--- config.mk ---
export PLATFORM = sky130hd
export DESIGN_NAME = eag_top
export DESIGN_NICKNAME = d
export VERILOG_FILES = /design/src/rtl/eag_pkg.sv /design/src/rtl/eag_adder.sv /design/src/rtl/eag_top.sv
export SDC_FILE = /design/constraint.sdc
export NUM_CORES = 1
export LEC_CHECK = 0
export BUFFER_PORTS_ARGS = -buffer_cell sky130_fd_sc_hd__buf_2
export CAP_MARGIN = 25
export CORE_ASPECT_RATIO = 0.7
export CORE_MARGIN = 2
export CORE_UTILIZATION = 52
export CTS_CLUSTER_DIAMETER = 50
export DETAILED_ROUTE_END_ITERATION = 6
export GPL_ROUTABILITY_DRIVEN = 0
export MAX_ROUTING_LAYER = met4
export PLACE_DENSITY = 0.91
export SKIP_LAST_GASP = 1
export SLEW_MARGIN = 20
export SYNTH_ARGS = -nofsm -noshare
export SYNTH_HDL_FRONTEND = slang
export SYNTH_SLANG_ARGS = --single-unit
--- constraint.sdc ---
create_clock -name sys_clk -period 3.1 [get_ports sys_clk]
set_input_delay 0.62 -clock sys_clk [delete_from_list [all_inputs] [get_ports sys_clk]]
set_output_delay 0.62 -clock sys_clk [all_outputs]
set_load 0.02 [all_outputs]
--- src/rtl/eag_pkg.sv ---
// package of effective address generator constants and carriers
package eag_pkg;
  localparam int unsigned ADDR_W      = 16;
  localparam int unsigned BYTE_W      = 8;
  localparam int unsigned WORD_BYTES  = 2;
  localparam int unsigned BIT_IDX_W   = 3;
  localparam int unsigned STR_MAX     = 65536;
  localparam int unsigned EPU_STR_MAX = 16;
  localparam int unsigned CNT_W       = 17;
  localparam int unsigned EPU_CNT_W   = 5;
  localparam logic [15:0] ADDR_RST    = 16'h0000;

  typedef enum logic [2:0] {
    EAG_LONG_INDEX,
    EAG_SHORT_INDEX,
    EAG_PC_REL,
    EAG_SP_REL,
    EAG_BASE_INDEX
  } eag_mode_type;

  typedef enum logic [1:0] {
    EAG_SEL_PAIR,
    EAG_SEL_FIRST,
    EAG_SEL_SECOND
  } eag_reg_sel_type;

  typedef enum logic [1:0] {
    EAG_SPACE_DATA,
    EAG_SPACE_PROG,
    EAG_SPACE_IO
  } eag_space_type;

  typedef enum logic [1:0] {
    EAG_OP_BYTE,
    EAG_OP_WORD,
    EAG_OP_BIT,
    EAG_OP_BCD
  } eag_optype_type;

  typedef enum logic [1:0] {
    EAG_BIT_TEST,
    EAG_BIT_SET,
    EAG_BIT_CLEAR
  } eag_bitop_type;

  typedef struct packed {
    logic            valid;
    eag_mode_type    mode;
    eag_reg_sel_type base_sel;
    eag_reg_sel_type index_sel;
    logic [15:0]     disp;
    logic            extended;
    logic            control;
    eag_optype_type  op_type;
    eag_bitop_type   bit_op;
    logic [2:0]      bit_num;
    logic            io_access;
    logic            io_word;
  } eag_req_type;

  typedef struct packed {
    logic [15:0] pointer_pair_register;
    logic [15:0] first_index_register;
    logic [15:0] second_index_register;
    logic [15:0] system_sp;
    logic [15:0] user_sp;
    logic [15:0] next_pc;
    logic [15:0] template_pc;
    logic        user_mode;
  } eag_regs_type;

  typedef struct packed {
    logic           valid;
    logic [15:0]    addr;
    logic [15:0]    addr_hi;
    eag_space_type  space;
    logic           word;
    logic [7:0]     bit_mask;
    eag_bitop_type  bit_op;
    logic           bcd;
  } eag_acc_type;
endpackage

--- src/rtl/eag_adder.sv ---
// modulo 2^16 address adder
module eag_adder #(
  parameter int unsigned WIDTH = 16
) (
  input  wire logic [WIDTH-1:0] a,
  input  wire logic [WIDTH-1:0] b,
  output logic      [WIDTH-1:0] sum
);
  logic [WIDTH:0] full;
  always_comb begin
    full = {1'b0, a} + {1'b0, b};
    // carry out dropped on purpose
    sum  = full[WIDTH-1:0]; // RULE21
  end
endmodule

--- src/rtl/eag_top.sv ---
// effective address generator datapath
// Behaviour
// RULE1 - long indexed: instruction address plus selected signed index register
// RULE2 - short indexed: one-byte displacement plus first or second index register
// RULE3 - short displacement sign-extended to sixteen bits before adding
// RULE4 - short indexed operands always in data memory space
// RULE5 - pc relative: signed displacement up to sixteen bits plus pc base
// RULE6 - ordinary instructions use address of next instruction as base
// RULE7 - extended instructions use template address as base
// RULE8 - pc relative operands always in program memory space
// RULE9 - relative control transfer loads sum into program counter
// RULE10 - stack relative: sixteen-bit displacement plus stack pointer, data space
// RULE11 - system or user stack pointer chosen by user/system bit
// RULE12 - base-plus-index: sum of two different registers of the three
// RULE13 - base-plus-index operands always in data memory space
// RULE14 - byte addressable; word occupies two consecutive bytes
// RULE15 - io transfers in byte or word width
// RULE16 - logical addresses sixteen bits wide
// RULE17 - bit operand selected by number within byte
// RULE18 - packed decimal: two digits per byte
// RULE19 - block strings up to 65536 bytes
// RULE20 - extended unit strings at most sixteen bytes
// RULE21 - address additions wrap modulo two to the sixteenth
module eag_top #(
  parameter int unsigned STR_MAX     = eag_pkg::STR_MAX,
  parameter int unsigned EPU_STR_MAX = eag_pkg::EPU_STR_MAX
) (
  input  wire logic                 sys_clk,
  input  wire logic                 rst,
  input  wire eag_pkg::eag_req_type req,
  input  wire eag_pkg::eag_regs_type regs,
  input  wire logic [16:0]          str_len,
  input  wire logic                 str_epu,
  output eag_pkg::eag_acc_type      acc,
  output logic                      pc_load,
  output logic [15:0]               pc_target,
  output logic                      sel_error,
  output logic                      str_len_error
);
  logic [15:0]            base_v;
  logic [15:0]            off_v;
  logic [15:0]            sum_v;
  logic [15:0]            hi_v;
  logic                   bad_sel;
  eag_pkg::eag_space_type space_v;
  eag_pkg::eag_acc_type   acc_d;
  eag_pkg::eag_acc_type   acc_q;
  logic                   pc_load_d;
  logic                   pc_load_q;
  logic [15:0]            pc_target_d;
  logic [15:0]            pc_target_q;
  logic                   sel_err_d;
  logic                   sel_err_q;
  logic                   len_err_d;
  logic                   len_err_q;
  logic                   len_bad;

  function automatic logic [15:0] pick(input eag_pkg::eag_reg_sel_type s,
                                       input eag_pkg::eag_regs_type r);
    case (s)
      eag_pkg::EAG_SEL_PAIR:   pick = r.pointer_pair_register;
      eag_pkg::EAG_SEL_FIRST:  pick = r.first_index_register;
      eag_pkg::EAG_SEL_SECOND: pick = r.second_index_register;
      default:                 pick = 16'h0000;
    endcase
  endfunction

  always_comb begin
    base_v  = 16'h0000;
    off_v   = 16'h0000;
    bad_sel = 1'b0;
    space_v = eag_pkg::EAG_SPACE_DATA;
    case (req.mode)
      eag_pkg::EAG_LONG_INDEX: begin
        base_v = req.disp; // RULE1
        off_v  = pick(req.index_sel, regs); // RULE1
      end
      eag_pkg::EAG_SHORT_INDEX: begin
        base_v  = pick(req.index_sel, regs); // RULE2
        off_v   = {{8{req.disp[7]}}, req.disp[7:0]}; // RULE3
        bad_sel = (req.index_sel == eag_pkg::EAG_SEL_PAIR);
        space_v = eag_pkg::EAG_SPACE_DATA; // RULE4
      end
      eag_pkg::EAG_PC_REL: begin
        // template address differs from next pc only for extended ops
        base_v  = req.extended ? regs.template_pc : regs.next_pc; // RULE6 RULE7
        off_v   = req.disp; // RULE5
        space_v = eag_pkg::EAG_SPACE_PROG; // RULE8
      end
      eag_pkg::EAG_SP_REL: begin
        base_v  = regs.user_mode ? regs.user_sp : regs.system_sp; // RULE11
        off_v   = req.disp; // RULE10
        space_v = eag_pkg::EAG_SPACE_DATA; // RULE10
      end
      eag_pkg::EAG_BASE_INDEX: begin
        base_v  = pick(req.base_sel, regs); // RULE12
        off_v   = pick(req.index_sel, regs); // RULE12
        bad_sel = (req.base_sel == req.index_sel);
        space_v = eag_pkg::EAG_SPACE_DATA; // RULE13
      end
      default: begin
        bad_sel = 1'b1;
      end
    endcase
    if (req.io_access && req.mode == eag_pkg::EAG_LONG_INDEX) begin
      space_v = eag_pkg::EAG_SPACE_IO;
    end
  end

  eag_adder #(.WIDTH(eag_pkg::ADDR_W)) u_add (
    .a   (base_v),
    .b   (off_v),
    .sum (sum_v)
  );

  eag_adder #(.WIDTH(eag_pkg::ADDR_W)) u_hi (
    .a   (sum_v),
    .b   (16'h0001),
    .sum (hi_v)
  );

  // string limit depends on who moves it
  always_comb begin
    if (str_epu) begin
      len_bad = (str_len > 17'(EPU_STR_MAX)) || (str_len == 17'h00000); // RULE20
    end else begin
      len_bad = (str_len > 17'(STR_MAX)) || (str_len == 17'h00000); // RULE19
    end
  end

  always_comb begin
    acc_d       = '0;
    pc_load_d   = 1'b0;
    pc_target_d = pc_target_q;
    sel_err_d   = 1'b0;
    len_err_d   = len_bad;
    if (req.valid && !bad_sel) begin
      acc_d.valid  = !req.control;
      acc_d.addr   = sum_v; // RULE16
      acc_d.addr_hi = hi_v; // RULE14
      acc_d.space  = space_v;
      acc_d.word   = (req.op_type == eag_pkg::EAG_OP_WORD) ||
                     (req.io_access && req.io_word); // RULE14 RULE15
      acc_d.bit_mask = (req.op_type == eag_pkg::EAG_OP_BIT) ?
                       (8'h01 << req.bit_num) : 8'h00; // RULE17
      acc_d.bit_op = req.bit_op; // RULE17
      acc_d.bcd    = (req.op_type == eag_pkg::EAG_OP_BCD); // RULE18
      if (req.control && req.mode == eag_pkg::EAG_PC_REL) begin
        pc_load_d   = 1'b1; // RULE9
        pc_target_d = sum_v; // RULE9
      end
    end else if (req.valid) begin
      sel_err_d = 1'b1;
    end
  end

  always_ff @(posedge sys_clk or posedge rst) begin
    if (rst) begin
      acc_q       <= '0;
      pc_load_q   <= 1'b0;
      pc_target_q <= eag_pkg::ADDR_RST;
      sel_err_q   <= 1'b0;
      len_err_q   <= 1'b0;
    end else begin
      acc_q       <= acc_d;
      pc_load_q   <= pc_load_d;
      pc_target_q <= pc_target_d;
      sel_err_q   <= sel_err_d;
      len_err_q   <= len_err_d;
    end
  end

  assign acc           = acc_q;
  assign pc_load       = pc_load_q;
  assign pc_target     = pc_target_q;
  assign sel_error     = sel_err_q;
  assign str_len_error = len_err_q;

  property p_short_sext;
    @(posedge sys_clk) disable iff (rst)
    (req.valid && req.mode == eag_pkg::EAG_SHORT_INDEX && req.disp[7:0] == 8'hff &&
     req.index_sel == eag_pkg::EAG_SEL_FIRST && !req.control)
    |=> (acc.addr == $past(regs.first_index_register) - 16'h0001);
  endproperty
  a_short_sext: assert property (p_short_sext) else $error("short disp not sign extended"); // RULE3

  property p_short_data;
    @(posedge sys_clk) disable iff (rst)
    (req.valid && req.mode == eag_pkg::EAG_SHORT_INDEX && !req.control && !bad_sel)
    |=> (acc.valid && acc.space == eag_pkg::EAG_SPACE_DATA);
  endproperty
  a_short_data: assert property (p_short_data) else $error("short index not data space"); // RULE4

  property p_pc_next;
    @(posedge sys_clk) disable iff (rst)
    (req.valid && req.mode == eag_pkg::EAG_PC_REL && !req.extended && !req.control)
    |=> (acc.addr == 16'($past(regs.next_pc) + $past(req.disp)) &&
         acc.space == eag_pkg::EAG_SPACE_PROG);
  endproperty
  a_pc_next: assert property (p_pc_next) else $error("pc relative base wrong"); // RULE6

  property p_pc_tmpl;
    @(posedge sys_clk) disable iff (rst)
    (req.valid && req.mode == eag_pkg::EAG_PC_REL && req.extended && !req.control)
    |=> (acc.addr == 16'($past(regs.template_pc) + $past(req.disp)));
  endproperty
  a_pc_tmpl: assert property (p_pc_tmpl) else $error("template base wrong"); // RULE7

  property p_jump;
    @(posedge sys_clk) disable iff (rst)
    (req.valid && req.control && req.mode == eag_pkg::EAG_PC_REL)
    |=> (pc_load && !acc.valid &&
         pc_target == 16'(($past(req.extended) ? $past(regs.template_pc) : $past(regs.next_pc))
                          + $past(req.disp)));
  endproperty
  a_jump: assert property (p_jump) else $error("relative jump not loaded"); // RULE9

  property p_sp_sel;
    @(posedge sys_clk) disable iff (rst)
    (req.valid && req.mode == eag_pkg::EAG_SP_REL && !req.control)
    |=> (acc.addr == 16'(($past(regs.user_mode) ? $past(regs.user_sp) : $past(regs.system_sp))
                         + $past(req.disp)));
  endproperty
  a_sp_sel: assert property (p_sp_sel) else $error("stack pointer select wrong"); // RULE11

  property p_bx_data;
    @(posedge sys_clk) disable iff (rst)
    (req.valid && req.mode == eag_pkg::EAG_BASE_INDEX && req.base_sel != req.index_sel
     && !req.control) |=> (acc.space == eag_pkg::EAG_SPACE_DATA);
  endproperty
  a_bx_data: assert property (p_bx_data) else $error("base index not data space"); // RULE13

  property p_word_hi;
    @(posedge sys_clk) disable iff (rst)
    acc.valid |-> (acc.addr_hi == 16'(acc.addr + 16'h0001));
  endproperty
  a_word_hi: assert property (p_word_hi) else $error("word high byte wrong"); // RULE14

  property p_epu_len;
    @(posedge sys_clk) disable iff (rst)
    (str_epu && str_len == 17'h00011) |=> str_len_error;
  endproperty
  a_epu_len: assert property (p_epu_len) else $error("epu string limit missed"); // RULE20

  property p_long_idx;
    @(posedge sys_clk) disable iff (rst)
    (req.valid && req.mode == eag_pkg::EAG_LONG_INDEX && !req.control &&
     req.index_sel == eag_pkg::EAG_SEL_SECOND)
    |=> (acc.valid && acc.addr == 16'($past(req.disp) + $past(regs.second_index_register)));
  endproperty
  a_long_idx: assert property (p_long_idx) else $error("long index address wrong"); // RULE1

  property p_short_idx;
    @(posedge sys_clk) disable iff (rst)
    (req.valid && req.mode == eag_pkg::EAG_SHORT_INDEX && !req.control &&
     req.index_sel == eag_pkg::EAG_SEL_SECOND)
    |=> (acc.valid && acc.addr == 16'($past(regs.second_index_register) +
                                      {{8{$past(req.disp[7])}}, $past(req.disp[7:0])}));
  endproperty
  a_short_idx: assert property (p_short_idx) else $error("short index address wrong"); // RULE2

  property p_short_pair;
    @(posedge sys_clk) disable iff (rst)
    (req.valid && req.mode == eag_pkg::EAG_SHORT_INDEX &&
     req.index_sel == eag_pkg::EAG_SEL_PAIR) |=> (sel_error && !acc.valid);
  endproperty
  a_short_pair: assert property (p_short_pair) else $error("short index pair select"); // RULE2

  property p_pc_space;
    @(posedge sys_clk) disable iff (rst)
    (req.valid && req.mode == eag_pkg::EAG_PC_REL && !req.control)
    |=> (acc.valid && acc.space == eag_pkg::EAG_SPACE_PROG);
  endproperty
  a_pc_space: assert property (p_pc_space) else $error("pc relative space wrong"); // RULE8

  property p_sp_data;
    @(posedge sys_clk) disable iff (rst)
    (req.valid && req.mode == eag_pkg::EAG_SP_REL && !req.control)
    |=> (acc.valid && acc.space == eag_pkg::EAG_SPACE_DATA);
  endproperty
  a_sp_data: assert property (p_sp_data) else $error("stack relative space wrong"); // RULE10

  property p_bx_same;
    @(posedge sys_clk) disable iff (rst)
    (req.valid && req.mode == eag_pkg::EAG_BASE_INDEX && req.base_sel == req.index_sel)
    |=> (sel_error && !acc.valid);
  endproperty
  a_bx_same: assert property (p_bx_same) else $error("same register accepted"); // RULE12

  property p_io_width;
    @(posedge sys_clk) disable iff (rst)
    (req.valid && req.mode == eag_pkg::EAG_LONG_INDEX && req.io_access && !req.control &&
     req.op_type == eag_pkg::EAG_OP_BYTE)
    |=> (acc.space == eag_pkg::EAG_SPACE_IO && acc.word == $past(req.io_word));
  endproperty
  a_io_width: assert property (p_io_width) else $error("io width or space wrong"); // RULE15

  property p_bit_sel;
    @(posedge sys_clk) disable iff (rst)
    (req.valid && req.op_type == eag_pkg::EAG_OP_BIT && !req.control && !bad_sel)
    |=> ($onehot(acc.bit_mask) && acc.bit_mask[$past(req.bit_num)]);
  endproperty
  a_bit_sel: assert property (p_bit_sel) else $error("bit mask wrong"); // RULE17

  property p_bcd;
    @(posedge sys_clk) disable iff (rst)
    (req.valid && req.op_type == eag_pkg::EAG_OP_BCD && !req.control && !bad_sel)
    |=> (acc.bcd && acc.bit_mask == 8'h00);
  endproperty
  a_bcd: assert property (p_bcd) else $error("packed decimal flag wrong"); // RULE18

  property p_str_max;
    @(posedge sys_clk) disable iff (rst)
    (!str_epu && str_len == 17'h10000) |=> !str_len_error;
  endproperty
  a_str_max: assert property (p_str_max) else $error("full length string refused"); // RULE19

  property p_jump_hold;
    @(posedge sys_clk) disable iff (rst)
    !pc_load |-> $stable(pc_target);
  endproperty
  a_jump_hold: assert property (p_jump_hold) else $error("jump target moved"); // RULE9
endmodule

==> impl_metrics.yaml, run 1 <==
synth:
  synthArstFlopShare: 1.00
  synth_compound_area_frac: 0.232
  ys_types: 62
  avgSynthCellArea_um2: 8.25
  synth-xor-area-share: 0.0431
  synth-edff-count: 0
  synthesis.nets: 822
  synth_seq_area_share: 0.314
  ys_ff_latch: 66
  dominantRegCellSynth: "dfrtp_1"
  ys.warnings.count: 0
  synth_fa_ha_area_frac: 0.0419
  yosys-mux-area-fraction: 0.136
  synthesis.area_um2: 5250
  synth_top_family_by_area: "compound AO/OA/AOI/OAI gates"
  syn-instance-count: 637
  yosys.area_share.simple: 0.189
timing:
  crit_endpoint: "acc[28]$_DFF_PP0_/D"
  endpoint_type: "register input"
place:
  io_buffers: 233
  dpl.hpwl_mm: 14.1
global_routing:
  grt_overflow: 414
  grt_max_degree: 31
  grt_use_total: 0.917
outcome:
  status: "aborted with a tool error"
  error_line: "[ERROR GRT-0232] Routing congestion too high. Check the congestion heatmap in the GUI."
  failed_stage: "global routing"
cts:
  root_buffer: "clkbuf_16"
  cts_sinks: 66
  cts_buffer_depth: 2
  cts_max_level: 3
  cts_buffers: 9
  postCtsHoldBufs: 0
floorplanning:
  row_count: 30
  die_w_um: 124
  num_io_pins: 234
  initial_core_util: 0.538
  die_h_um: 88.1
## cell families after synthesis
logic type	after synthesis
buffers and inverters	58
adders and majority gates	17
xor gates and xnor gates	25
AOI/OAI and AO/OA	191
muxes	69
DFF	66
and+or+nand+nor	211
## synthesized netlist by cell type (6+ instances only)
master / count / area, um2
mux2i_1: 50 / 500
nor4_1: 6 / 37.5
nand2_1: 83 / 312
a211oi_1: 17 / 128
xor2_1: 13 / 114
clkbuf_1: 32 / 120
xnor2_1: 11 / 96.3
a22oi_1: 18 / 135
dfrtp_1: 66 / 1650
buf_1: 8 / 30.0
inv_1: 12 / 45.0
o21ai_0: 79 / 395
nor3_1: 13 / 65.1
nor2_1: 62 / 233
ha_1: 16 / 200
a21oi_1: 37 / 185
mux2_2: 17 / 191
## metal layers
| layer | overflow | GRT usage |
|---|---|---|
| met1 | 6 | 0.835 |
| met2 | 282 | 1.12 |
| met3 | 9 | 0.719 |
| met4 | 117 | 1.02 |
| met5 | - | - |
## per-stage QoR
| stage | hold slack [ps] | instance area, um2 | TNS, ps | setup slack (ps) | std cells |
|---|---|---|---|---|---|
| after detailed placement | 468 | 7520 | -13360 | -815 | 1077 |
| after global placement | 459 | 7520 | -10320 | -707 | 1077 |
| after floorplan | 589 | 5440 | -5800 | -810 | 637 |
| after CTS | 385 | 8600 | -2220 | -352 | 1132 |
## what timing repair did
action / in CTS
gates cloned: 3
resized for setup: 115
pin swaps: 61
setup buffers: 42
setup endpoints to repair: 20
==> inputs of run 2 (changes only) <==
- CORE_ASPECT_RATIO: 0.7 -> not set
- CORE_UTILIZATION: 52 -> 40
- CTS_CLUSTER_DIAMETER: 50 -> not set
- MAX_ROUTING_LAYER: met4 -> not set
- PLACE_DENSITY: 0.91 -> not set
- PLACE_DENSITY_LB_ADDON: not set -> 0.15
==> run 2 against run 1 <==
Net effect:
- the flow now finishes, with violations (setup timing)
- area after synthesis unchanged
- synthesized cell count stayed put
==> impl_metrics.yaml, run 2 <==
cts:
  root_buffer: "clkbuf_16"
  cts_max_level: 3
  clk_latency_ps: 320
  clkTransAtPathRegs_ps: 50
  cts_buffers: 9
  cts_tree: "yes"
  cts_buffer_depth: 2
  cts_sinks: 66
worst_setup_path:
  crit_family: "simple AND/OR/NAND/NOR gates"
  r2r_slack_ps: 2330
  endpoint_kind: "flip-flop"
  arrival_ps: 3640
  critPathMaxStageDelay_ps: 310
  cp-start-kind: "input port"
  r2r_end: "pc_target[9]"
  cp_max_fo: 8
  cp.required_ps: 3300
  rr_worst_depth: 1
  worstPathCellList: "buf_2, nor2b_4, buf_6, nand2_1, o21ai_1, a22oi_1, o21ai_1, ha_1, buf_4, o211ai_1, buf_4, nor3_4, o21a_2, mux2i_1, nand2_2, nor4_4, and4b_1, mux2_4"
  crit_buf_inv: 4
  r2r-start: "pc_target[9]"
  crit_type: "input port to flip-flop"
  cpMaxStageDelayCell: "ha_1"
job:
  drv_cap: 0
floorplanning:
  core_um2: 12700
  num_io_pins: 234
  row_count: 41
  die_w_um: 119
  die_h_um: 119
  die_area_um2: 14100
  initial_core_util: 0.413
synth:
  dominantRegCellSynth: "dfrtp_1"
  synth_seq_area_share: 0.314
  ys_ff_latch: 66
  synthesis.nets: 822
  netlist.area_leader.share: 0.314
  synth_top_area_cell: "dfrtp_1"
  synthesis.area_um2: 5250
  ys_top_cells_by_area: "dfrtp_1 (31%), mux2i_1 (9.5%), o21ai_0 (7.5%)"
  synth.most_common_cell: "nand2_1"
  avgSynthCellArea_um2: 8.25
  synth-edff-count: 0
  synthArstFlopShare: 1.00
  synthTopCellsByCount: "nand2_1 (83), o21ai_0 (79), dfrtp_1 (66)"
  ys.warnings.count: 0
  syn-instance-count: 637
  ys_types: 62
layout:
  final_nets: 1179
  design_area_um2: 8640
  largest_reg_flops: 47
  syn_to_final_growth_pct: 64.6
  fill_cells: 1054
  layout_common_cells: "buf_2 (227), buf_4 (141), nand2_1 (81)"
  diodes: 0
  final_common_cell: "buf_2"
  drive_gt1_frac: 0.508
timing:
  whs_ps: 460
  hold_violations: 0
  post-route-period-util: 1.11
  setup_violations: 17
  post-route-min-period_ps: 3440
  max_slew.worst_pin.slew_ps: 770
  tns_ps: -2550
  maxSlewHeadroom: 0.487
  fmax_ghz: 0.291
  worst_slack_ps: -337
  grt_setup_unrepaired: "true"
  fin_worst_skew_ps: 0
  slew_violations: 0
pwr:
  p_total_mw: 3.59
  p_per_area_nw_per_um2: 415
  power.leakage_nw: 4.39
  ir_drop_mv: 0.206
place:
  dpl_worst_slack_ps: -854
  dpl.hpwl_mm: 13.7
  io_buffers: 233
  placed_area_um2: 7590
routing:
  wl_met1_mm: 7.53
  wl_per_cell_um: 15.2
  maxUsedRoutingLayer: "met4"
  viasPerCell: 5.19
  dr.first_iter.drc_count: 364
  ant_nets: 0
  route.detailed.drc: 0
  route.met3.wl_um: 995
  wirelength_mm: 17.8
  wl_met2_mm: 8.93
  num_vias: 6075
  first_pass_iters: 5
global_routing:
  antenna_found_initial: 0
  grt_pass1_vias: 6051
  grt_overflow: 0
  grt_use_total: 0.245
  grt_pass1_wl_mm: 28.6
  grt_max_degree: 67
outcome:
  status: "finished with violations"
  violations: "setup timing"
hold_path:
  worstHoldEndpoint: "acc[46]"
  min_from: "req[9]"
  worstHoldPathCells: 2
  hold_path.class: "input port to flip-flop"
[run 2: cell counts after synthesis]
No cell type changed its count.
[run 2: final cells by class]
cell class,count,area (um2),area share
inverter,12,45.0,0.00521
clock inverter,3,40.0,0.00463
timing repair buffer,392,2580,0.299
clock buffer,12,246,0.0285
tap,172,215,0.0249
multi-input combinational,513,3860,0.447
sequential,66,1650,0.191
[run 2: timing repair]
item,CTS,global route
endpoints found under the setup margin,19,27
pin swaps,30,45
endpoints found under the hold margin,0,0
hold buffers,0,0
gates cloned,2,0
gates resized for setup,71,50
buffers inserted,18,16
[run 2: logic make-up (layout without fill, tap and decap cells)]
logic type / Yosys count / count (layout) / synth area share
flops: 66 / 66 / 0.314
buf+inv: 58 / 419 / 0.0441
mux: 69 / 69 / 0.136
simple gates: 211 / 211 / 0.189
compound gates: 191 / 191 / 0.232
fa+ha+maj: 17 / 17 / 0.0419
xor+xnor: 25 / 25 / 0.0431
[run 2: layer usage]
layer  GRT usage  vias to the layer above
met5           0                        -
met4      0.0685                        0
met3      0.0299                       30
met2       0.436                      253
met1       0.312                     2791
li1            -                     3001
[run 2: where the power goes]
group / switching [mW] / internal [mW]
clock network: 0.325 / 0.636
registers: 0.0427 / 0.966
logic: 0.855 / 0.761
[run 2: worst max-delay path by stage]
stage / start / cells past startpoint / slack, ps / end
floorplan: req[33] / 15 / -810 / acc[28]
global placement: req[29] / 15 / -740 / acc[27]
detailed placement: req[33] / 16 / -850 / acc[27]
CTS: req[32] / 15 / -310 / acc[28]
global route: req[29] / 16 / -520 / acc[27]
finish: req[27] / 18 / -340 / acc[28]
[run 2: stage by stage]
stage                     std cells   util
after CTS                      1154  0.651
after floorplan                 637      -
after global routing           1170  0.679
after global placement         1120  0.596
final                          1170  0.679
after detailed placement       1120  0.596
(Power assumes the default switching activity.)
==> inputs of run 3 (changes only) <==
- HOLD_SLACK_MARGIN: not set -> 0.1
- PLACE_DENSITY: not set -> 0.76
- PLACE_DENSITY_LB_ADDON: 0.15 -> not set
==> run 3 against run 2 <==
Net effect:
- the run still ends with setup timing left
- utilization increased by 1.5 points
- first-iteration DRC count increased by 10%
- maximum frequency decreased by 7.4%
- sequential power about the same
- clock power increased by 2.6%
- sequential share of layout area decreased by 0.41 points
- routed wire length increased by 18%
- clock skew unchanged
- combinational power increased by 7%
- die area unchanged
- final cell count increased by 1.0%
- via count increased by 7.4%
- critical path type unchanged
- largest cell class unchanged
==> impl_metrics.yaml, run 3 (synthesis results as in run 2) <==
place:
  dpl.hpwl_mm: 14.4
  dpl_worst_slack_ps: -812
  io_buffers: 233
timing:
  max_slew.worst_pin.slew_ps: 510
  whs_ps: 169
  fin_worst_skew_ps: 0
  post-route-min-period_ps: 3710
  fmax_ghz: 0.269
  hold_violations: 0
  slew_violations: 0
  setup_violations: 25
  grt_setup_unrepaired: "true"
  maxSlewHeadroom: 0.657
  worst_slack_ps: -612
  post-route-period-util: 1.20
  tns_ps: -5760
global_routing:
  grt_pass1_vias: 6543
  met1_usage: 0.330
  met3_usage: 0.0449
  grt_overflow: 0
  grt_pass1_wl_mm: 32.0
  grt_max_degree: 41
  gr-usage-met2: 0.506
  grt.busiest_layer: "met2"
  grt_use_total: 0.281
  antenna_found_initial: 0
routing:
  viasPerCell: 5.52
  first_pass_iters: 6
  wirelength_mm: 20.9
  dr.first_iter.drc_count: 402
  route.detailed.drc: 0
  wl_per_cell_um: 17.7
  num_vias: 6523
  ant_nets: 0
layout:
  final_nets: 1190
  largest_reg_flops: 47
  syn_to_final_growth_pct: 68.1
  drive_gt1_frac: 0.533
  fill_cells: 942
  diodes: 0
  final_common_cell: "buf_2"
  layout_common_cells: "buf_2 (225), buf_4 (144), nand2_1 (81)"
pwr:
  intPower_mw: 2.43
  clock_power_share: 0.264
  p_per_area_nw_per_um2: 423
  power.leakage_nw: 4.46
  pwr-share-seq: 0.270
  switching_share: 0.350
  p_switching_mw: 1.31
  ir_drop_mv: 0.226
  p_comb_frac: 0.466
cts:
  clkTransAtPathRegs_ps: 60
  cts_buffers: 9
  cts_max_level: 3
  clk_latency_ps: 320
  root_buffer: "clkbuf_16"
  cts_tree: "yes"
  cts_buffer_depth: 2
  cts_sinks: 66
floorplanning:
  num_io_pins: 234
  row_count: 41
  initial_core_util: 0.413
  die_h_um: 119
  die_area_um2: 14100
  die_w_um: 119
  core_um2: 12700
worst_setup_path:
  startpoint: "req[27]"
  cp_max_fo: 12
  rr_worst_depth: 1
  cp-start-kind: "input port"
  r2r_end: "pc_target[9]"
  crit_end: "acc[27]"
  cpMaxStageDelayCell: "mux2_1"
  r2r-start: "pc_target[9]"
  endpoint_kind: "flip-flop"
  arrival_ps: 3920
  cp.required_ps: 3310
  critPathMaxStageDelay_ps: 360
  r2r_slack_ps: 2330
  worstPathCellList: "buf_2, buf_4, buf_4, o21ai_0, nand2_1, o21ai_0, ha_1, buf_6, a21oi_4, o21ai_2, nor2_2, xor2_2, nor4_2, nand2_1, nor4_2, mux2_1"
  crit_type: "input port to flip-flop"
job:
  drv_cap: 0
hold_path:
  hold_path.class: "input port to asynchronous set/reset pin"
outcome:
  violations: "setup timing"
  status: "finished with violations"
run 3: how the worst min path moves through the flow:
stage	startpoint	endpoint	slack, ps
2_1_floorplan	pc_target[0]	pc_target[0]	590
3_3_place_gp	pc_target[2]	pc_target[2]	460
3_5_place_dp	pc_target[0]	pc_target[0]	470
4_1_cts	rst	pc_target[15]	160
5_1_grt	rst	pc_target[15]	170
6_report	rst	pc_target[15]	170
run 3: layout make-up:
| class | instances | area [um2] | share of cell area |
|---|---|---|---|
| inverters | 12 | 45.0 | 0.00510 |
| repair buffers | 403 | 2700 | 0.306 |
| clock inverters | 4 | 51.3 | 0.00581 |
| flip-flops and latches | 66 | 1650 | 0.187 |
| multi-input cells | 513 | 3920 | 0.444 |
| well taps | 172 | 215 | 0.0244 |
| clock buffers | 12 | 246 | 0.0279 |
run 3: worst max-delay path, delay by kind of cell:
family | cells | cell delay, ps
AO/OA/AOI/OAI | 4 | 770
XOR/XNOR | 1 | 160
adder cells (fa/ha/maj) | 1 | 350
buffers and inverters | 4 | 600
multiplexers | 1 | 360
AND/OR/NAND/NOR | 5 | 1030
run 3: power by group through the flow:
stage | sequential, mW | clock [mW] | combinational (mW)
5_1_grt | 1.02 | 1.05 | 1.85
4_1_cts | 1.01 | 0.996 | 1.59
3_5_place_dp | 1.03 | 0 | 1.40
3_3_place_gp | 1.02 | 0 | 1.38
6_report | 1.01 | 0.986 | 1.74
2_1_floorplan | 1.15 | 0 | 0.641
run 3: through the flow:
stage / power [mW] / util / cells / instance area, um2
after floorplan: 1.80 / - / 637 / 5440
after global placement: 2.40 / 0.594 / 1122 / 7550
after detailed placement: 2.42 / 0.594 / 1122 / 7550
after CTS: 3.60 / 0.673 / 1171 / 8560
after global routing: 3.92 / 0.694 / 1182 / 8830
final: 3.74 / 0.694 / 1182 / 8830
run 3: routing by layer:
| layer | share of wire | vias to the layer above |
|---|---|---|
| met3 | 0.067 | 62 |
| met4 | 0.036 | 0 |
| met5 | 0 | - |
| li1 | - | 3026 |
| met1 | 0.38 | 3069 |
| met2 | 0.51 | 366 |
run 3: what timing repair did:
action | in CTS | in global routing
cloned | 3 | 0
endpoints found under the hold margin | 0 | 0
setup endpoints to repair | 18 | 26
buffers inserted | 30 | 12
pin swaps | 44 | 29
resized for setup | 105 | 53
hold buffers | 0 | 0
